## src/smso_pkg.sv

```systemverilog
// constants shared by the shaft motion status block
package smso_pkg;

   // ----------------------------------------------------------------
   // bus geometry
   // ----------------------------------------------------------------
   localparam int ADDR_W = 12;
   localparam int DATA_W = 32;

   // ----------------------------------------------------------------
   // register byte offsets
   // ----------------------------------------------------------------
   localparam logic [11:0] OFF_MOTION = 12'h000;
   localparam logic [11:0] OFF_HEADING = 12'h004;
   localparam logic [11:0] OFF_COUNT = 12'h008;
   localparam logic [11:0] OFF_CONFIG = 12'h00C;

   // ----------------------------------------------------------------
   // field layout
   // ----------------------------------------------------------------
   localparam int SHAFTS = 5;
   localparam int COUNT_W = 4;
   localparam int COUNT_LSB = 0;
   localparam int FLAG_LSB = 0;

   // ----------------------------------------------------------------
   // reset values
   // ----------------------------------------------------------------
   localparam logic [4:0] FLAG_RESET = 5'h00;
   localparam logic [3:0] COUNT_RESET = 4'h5;
   localparam logic [31:0] DATA_ZERO = 32'h0000_0000;

   // ----------------------------------------------------------------
   // bus answer state
   // ----------------------------------------------------------------
   typedef enum logic [0:0] {
      SMSO_IDLE = 1'b0,
      SMSO_ANSWER = 1'b1
   } smso_bus_state_type;

endpackage : smso_pkg

```

## src/smso_shaft_track.sv

```systemverilog
// per-shaft moving and heading flag tracker
`timescale 1ns/1ps
`default_nettype none

module smso_shaft_track (
   input wire logic core_clk,
   input wire logic reset,
   input wire logic [4:0] move_active,
   input wire logic [4:0] move_fwd,
   input wire logic [4:0] enable_mask,
   output logic [4:0] moving_reg,
   output logic [4:0] heading_reg
);

   // ----------------------------------------------------------------
   // next values
   // ----------------------------------------------------------------
   logic [4:0] moving_next;
   logic [4:0] heading_next;

   assign moving_next = move_active & enable_mask;

   assign heading_next = (move_active & move_fwd) | (~move_active & heading_reg);

   // ----------------------------------------------------------------
   // flag registers
   // ----------------------------------------------------------------
   // synchronous update and reset
   always_ff @(posedge core_clk) begin
      if (reset) begin
         moving_reg <= smso_pkg::FLAG_RESET;
         heading_reg <= smso_pkg::FLAG_RESET;
      end else begin
         moving_reg <= moving_next;
         heading_reg <= heading_next;
      end
   end

endmodule : smso_shaft_track

`default_nettype wire

```

## src/smso_status_out.sv

```systemverilog
// shaft motion status block with apb register access
`timescale 1ns/1ps
`default_nettype none

// Overview of operation
// - shaft count shown as unsigned binary in low four bits of count byte
// - moving flags for shafts one to five in bits zero to four
// - a shaft's moving flag goes to one once it starts moving, if the shaft is within the configured count
// - a shaft's moving flag goes to zero once it stops
// - heading flags in bits zero to four, one forward, zero reverse
// - heading flag keeps last movement's value while the shaft stands
module smso_status_out (
   input wire logic core_clk,
   input wire logic reset,
   input wire logic psel,
   input wire logic penable,
   input wire logic pwrite,
   input wire logic [11:0] paddr,
   input wire logic [31:0] pwdata,
   output logic [31:0] prdata,
   output logic pready,
   output logic pslverr,
   input wire logic [4:0] shaft_move_active,
   input wire logic [4:0] shaft_move_fwd,
   output logic [4:0] shaft_in_motion,
   output logic [4:0] shaft_heading,
   output logic [3:0] shaft_total_code
);

   // ----------------------------------------------------------------
   // helpers
   // ----------------------------------------------------------------
   function automatic logic smso_hit(
      input logic [11:0] addr,
      input logic [11:0] off
   );
      smso_hit = (addr == off);
   endfunction : smso_hit

   function automatic logic [4:0] smso_count_mask(
      input logic [3:0] count
   );
      logic [4:0] mask;
      mask = 5'h00;
      for (int i = 0; i < smso_pkg::SHAFTS; i++) begin
         mask[i] = (4'(i) < count);
      end
      smso_count_mask = mask;
   endfunction : smso_count_mask

   // ----------------------------------------------------------------
   // state
   // ----------------------------------------------------------------
   smso_pkg::smso_bus_state_type state_reg;
   smso_pkg::smso_bus_state_type state_next;
   logic [3:0] count_reg;
   logic [3:0] count_next;
   logic [31:0] prdata_reg;
   logic [31:0] prdata_next;
   logic pready_reg;
   logic pready_next;
   logic pslverr_reg;
   logic pslverr_next;
   logic [4:0] moving_w;
   logic [4:0] heading_w;

   // ----------------------------------------------------------------
   // address decode
   // ----------------------------------------------------------------
   wire access_w = psel & penable;
   wire hit_motion_w = smso_hit(paddr, smso_pkg::OFF_MOTION);
   wire hit_heading_w = smso_hit(paddr, smso_pkg::OFF_HEADING);
   wire hit_count_w = smso_hit(paddr, smso_pkg::OFF_COUNT);
   wire hit_config_w = smso_hit(paddr, smso_pkg::OFF_CONFIG);
   wire mapped_w = hit_motion_w | hit_heading_w | hit_count_w | hit_config_w;
   wire start_w = access_w & (state_reg == smso_pkg::SMSO_IDLE);
   wire commit_w = access_w & (state_reg == smso_pkg::SMSO_ANSWER);
   wire cfg_write_w = commit_w & pwrite & hit_config_w;
   wire [4:0] shaft_mask_w = smso_count_mask(count_reg);

   // ----------------------------------------------------------------
   // read mux
   // ----------------------------------------------------------------
   // moving flags in low five bits
   wire [31:0] rd_motion_w = {27'h0000000, moving_w};
   // heading flags in low five bits
   wire [31:0] rd_heading_w = {27'h0000000, heading_w};
   // configured count in low four bits
   wire [31:0] rd_count_w = {28'h0000000, count_reg};
   wire [31:0] rd_data_w =
      hit_motion_w ? rd_motion_w :
      hit_heading_w ? rd_heading_w :
      (hit_count_w | hit_config_w) ? rd_count_w :
      smso_pkg::DATA_ZERO;

   // ----------------------------------------------------------------
   // next-state logic
   // ----------------------------------------------------------------
   assign state_next = start_w ? smso_pkg::SMSO_ANSWER : smso_pkg::SMSO_IDLE;
   assign pready_next = start_w;
   assign pslverr_next = start_w & ~mapped_w;
   assign prdata_next = (start_w & ~pwrite) ? rd_data_w : smso_pkg::DATA_ZERO;
   // count taken from the write data
   assign count_next = cfg_write_w ?
      pwdata[smso_pkg::COUNT_LSB +: smso_pkg::COUNT_W] : count_reg;

   // ----------------------------------------------------------------
   // registers
   // ----------------------------------------------------------------
   always_ff @(posedge core_clk) begin
      if (reset) begin
         state_reg <= smso_pkg::SMSO_IDLE;
         pready_reg <= 1'b0;
         pslverr_reg <= 1'b0;
         prdata_reg <= smso_pkg::DATA_ZERO;
      end else begin
         state_reg <= state_next;
         pready_reg <= pready_next;
         pslverr_reg <= pslverr_next;
         prdata_reg <= prdata_next;
      end
   end

   always_ff @(posedge core_clk) begin
      if (reset) begin
         count_reg <= smso_pkg::COUNT_RESET;
      end else begin
         count_reg <= count_next;
      end
   end

   // ----------------------------------------------------------------
   // shaft flag tracker
   // ----------------------------------------------------------------
   smso_shaft_track u_track (
      .core_clk(core_clk),
      .reset(reset),
      .move_active(shaft_move_active),
      .move_fwd(shaft_move_fwd),
      .enable_mask(shaft_mask_w),
      .moving_reg(moving_w),
      .heading_reg(heading_w)
   );

   // ----------------------------------------------------------------
   // outputs
   // ----------------------------------------------------------------
   assign prdata = prdata_reg;
   assign pready = pready_reg;
   assign pslverr = pslverr_reg;
   assign shaft_in_motion = moving_w;
   assign shaft_heading = heading_w;
   assign shaft_total_code = count_reg;

   wire [4:0] act_masked_w = shaft_move_active & shaft_mask_w;
   wire [4:0] act_w = shaft_move_active;
   wire [4:0] fwd_w = shaft_move_fwd;
   wire rd_count_start_w = start_w & ~pwrite & hit_count_w;
   wire rd_motion_start_w = start_w & ~pwrite & hit_motion_w;
   wire rd_heading_start_w = start_w & ~pwrite & hit_heading_w;
   wire [3:0] wr_count_w = pwdata[smso_pkg::COUNT_LSB +: smso_pkg::COUNT_W];

   // ----------------------------------------------------------------
   // count, mask and bus answer checks
   // ----------------------------------------------------------------
   wire rd_config_start_w = start_w & ~pwrite & hit_config_w;
   wire ro_write_w = commit_w & pwrite & ~hit_config_w;
   wire [4:0] mask_off_w = ~shaft_mask_w;
endmodule : smso_status_out

`default_nettype wire

```

## config.mk

```make
export PLATFORM = sky130hd
export DESIGN_NAME = smso_status_out
export DESIGN_NICKNAME = d
export VERILOG_FILES = /design/src/smso_pkg.sv /design/src/smso_shaft_track.sv /design/src/smso_status_out.sv
export SDC_FILE = /design/constraint.sdc
export NUM_CORES = 1
export LEC_CHECK = 0
export BUFFER_PORTS_ARGS = -buffer_cell sky130_fd_sc_hd__buf_2
export CAP_MARGIN = 20
export CORE_MARGIN = 5
export CORE_UTILIZATION = 38
export DETAILED_ROUTE_END_ITERATION = 7
export GPL_TIMING_DRIVEN = 1
export PLACE_DENSITY = 0.85
export SLEW_MARGIN = 10
export SYNTH_ARGS = -nofsm -noshare
export SYNTH_HDL_FRONTEND = slang
export SYNTH_HIERARCHICAL = 1
export SYNTH_SLANG_ARGS = --single-unit
```

## constraint.sdc

```tcl
create_clock -name core_clk -period 2.02 [get_ports core_clk]
set_input_delay 0 -clock core_clk [delete_from_list [all_inputs] [get_ports core_clk]]
set_output_delay 0 -clock core_clk [all_outputs]
set_load 0.02 [all_outputs]
```

==> metrics.txt <==
Critical Path AT=2.03 ns; Die Span X=62.7 um; Setup Slack @ Placement=0.699 ns; GR Overflow Total=0; WHS Path Cells=2; fmax=553 MHz; first-pass GRT wire length=4.53 mm; Setup Viol. Count Final=0; P per Cell Area=558 nW/um2; H-tree levels=1; total negative slack=0 ns; register area share after synthesis=39.8%; drc violations=0; ratio of cells with drive above 1 in the final layout=31.9%; top_reg_cell synth=dfxtp_1; Post-Synth XOR/XNOR Area=0%; CTS root buf=clkbuf_4; max cap viols=0; Clock Latency Late Sink=0.30 ns; Peak supply drop=0.337 mV; RSZ-0062 raised after global routing=no; setup ws final=0.212 ns; die height=62.7 um; vias in the first global route=1008; Netlist cell types=27; CP Class=input port to flip-flop; HP Start=reset; ordered cell list for the critical path=dlygate4sd3_1 > buf_2 > nand2_1 > dlygate4sd3_1 > nor3_1 > nor3b_4 > nor3b_1; Crit-path slowest cell=dlygate4sd3_1; ys async rst share=0%; HPWL after DPL=1.89 mm; DRT antenna net count=0; initial core utilization=39.0%; port bufs=51; Setup Buffers After CTS=0; Worst-path clk slew=0.12 ns; critical path capture point type=flip-flop; Sinks on Clock Net=21; final cell count without fillers=219; Yosys top cell by area=dfxtp_1; GP Congestion=0.748; Avg Vias per Cell=4.53; final period utilization=89.5%; Tot GR Track Use=14.1%; Synth Area per Inst=9.11 um2; mux contribution to synthesized area=7.57%; Fill cells=242; Post-Synth Adder-Cell Area=0%; Leakage Power=0.787 nW; top cell type's share of synthesized area=39.8%; clk_skew=0.00812 ns; largest net degree at the start of global routing=18; Worst Path Buf+Inv=3; CTS tree=yes; main combinational cell family by area after synthesis=simple AND/OR/NAND/NOR gates; Synth Area in Simple Gates=23.9%; top cells by area, synth=dfxtp_1 (40%), buf_4 (19%), mux2i_1 (7.6%); core area=2710 um2; DIE AREA=3940 um2; Core Rows=19; Pins Over Slew Limit=0; Routed WL per cell=13.1 um; worst hold path endpoint=shaft_total_code[1]$_SDFFE_PP0P_; CTS max path bufs=2; I/O Pins=107; drt first-iter violations=31; routed wire length=2.88 mm; most common cell after layout, fill and taps aside=buf_2; most frequent cells in the layout=buf_2 (51), conb_1 (27), dfxtp_1 (21), dlygate4sd3_1 (20), nor2_1 (14); Syn Std Cell Area=1060 um2; Min Clock Period, post-route=1.81 ns; final hold vios=0; synth warn=6; 1st-pass router iterations=6; EDFF count, synth=0; Seq cells post-synth=21; initial antenna violation count=0; slowest stage delay, CP=0.55 ns; most numerous cell on the critical path=dlygate4sd3_1; status=finished clean; worst reg2reg setup slack=0.71 ns; CP Data Required Time=2.24 ns; reg2reg end=u_track/moving_reg[0]$_SDFF_PP0_; ANT cells=0; Startpoint Class=input port; HP Class=input port to flip-flop; CP delay by family, top=buffers and inverters; Num CTS Buffers=3; Total Nets Final=248; total number of vias=991; Synth Area in Compound Gates=7.81%; Layout area overhead=38.5%; Synth Instances=116; Placed Instances=195; path depth of the worst reg2reg path=4; CP Max Fanout=5; R2R Path Start=shaft_total_code[1]$_SDFFE_PP0P_
## power breakdown
group / switching [mW] / leakage, nW / internal [mW] / total [mW]
Clock: 0.124 / 0.0150 / 0.0770 / 0.201
Sequential: 0.00813 / 0.172 / 0.427 / 0.435
Combinational: 0.109 / 0.600 / 0.0719 / 0.181
## layer usage
layer | global-route usage [%] | vias to the layer above | wire, um
li1 | - | 480 | -
met5 | 0 | - | 0
met1 | 13.8 | 459 | 968
met3 | 2.16 | 8 | 186
met4 | 7.69 | 0 | 83
met2 | 27.6 | 44 | 1640
## per-stage QoR
| step | total power, mW | cell area [um2] | hold WS, ns | utilization (%) |
|---|---|---|---|---|
| floorplan | 0.573 | 1150 | 0.0724 | - |
| global placement | 0.584 | 1230 | 0.234 | 45.4 |
| detailed placement | 0.586 | 1230 | 0.239 | 45.4 |
| CTS | 0.810 | 1460 | 0.0455 | 53.8 |
| global route | 0.851 | 1460 | 0.0681 | 54.0 |
| finish | 0.816 | 1460 | 0.0390 | 54.0 |
## how the worst max path moves through the flow
| stage | cells after the start | end | start |
|---|---|---|---|
| after CTS | 7 | prdata[4]$_SDFF_PP0_ | penable |
| after detailed placement | 5 | prdata[2]$_SDFF_PP0_ | paddr[7] |
| after floorplan | 4 | u_track/moving_reg[0]$_SDFF_PP0_ | shaft_total_code[1]$_SDFFE_PP0P_ |
| final | 7 | prdata[4]$_SDFF_PP0_ | penable |
| after global routing | 7 | prdata[4]$_SDFF_PP0_ | penable |
| after global placement | 5 | prdata[0]$_SDFF_PP0_ | paddr[7] |
## synth_stat cells, types with 2 or more instances
library cell / n
o211a_1: 4
nor2_1: 14
mux2i_1: 8
a21oi_1: 2
or2_2: 2
nand2_1: 9
nor2b_1: 4
dfxtp_1: 21
o21ai_0: 5
buf_4: 27
nor4_2: 2
nor3_1: 3
## worst register-to-register path, delay by kind of cell, from the launching register on
family / cells / cell delay (ns)
flip-flops: 1 / 0.38
AND/OR/NAND/NOR: 4 / 0.80
## kinds of logic (layout without fill, tap and decap cells)
family | Yosys count | count (layout)
AND/OR/NAND/NOR | 45 | 45
buffers and inverters | 29 | 75
flip-flops | 21 | 21
AO/OA/AOI/OAI | 12 | 12
multiplexers | 8 | 8
other | 1 | 27
## layout make-up
| class | count | area, um2 | area share [%] |
|---|---|---|---|
| Multi-Input combinational cell | 92 | 523 | 35.7 |
| Tap cell | 31 | 38.8 | 2.65 |
| Clock buffer | 4 | 26.3 | 1.79 |
| Timing Repair Buffer | 71 | 455 | 31.1 |
| Sequential cell | 21 | 420 | 28.7 |
## what timing repair did
item | CTS | global route
hold endpoints to repair | 19 | 0
hold buffers | 20 | 0
resized for setup | 0 | 1
endpoints found under the setup margin | 0 | 1
Note: power is estimated with default switching activity, not from simulation.
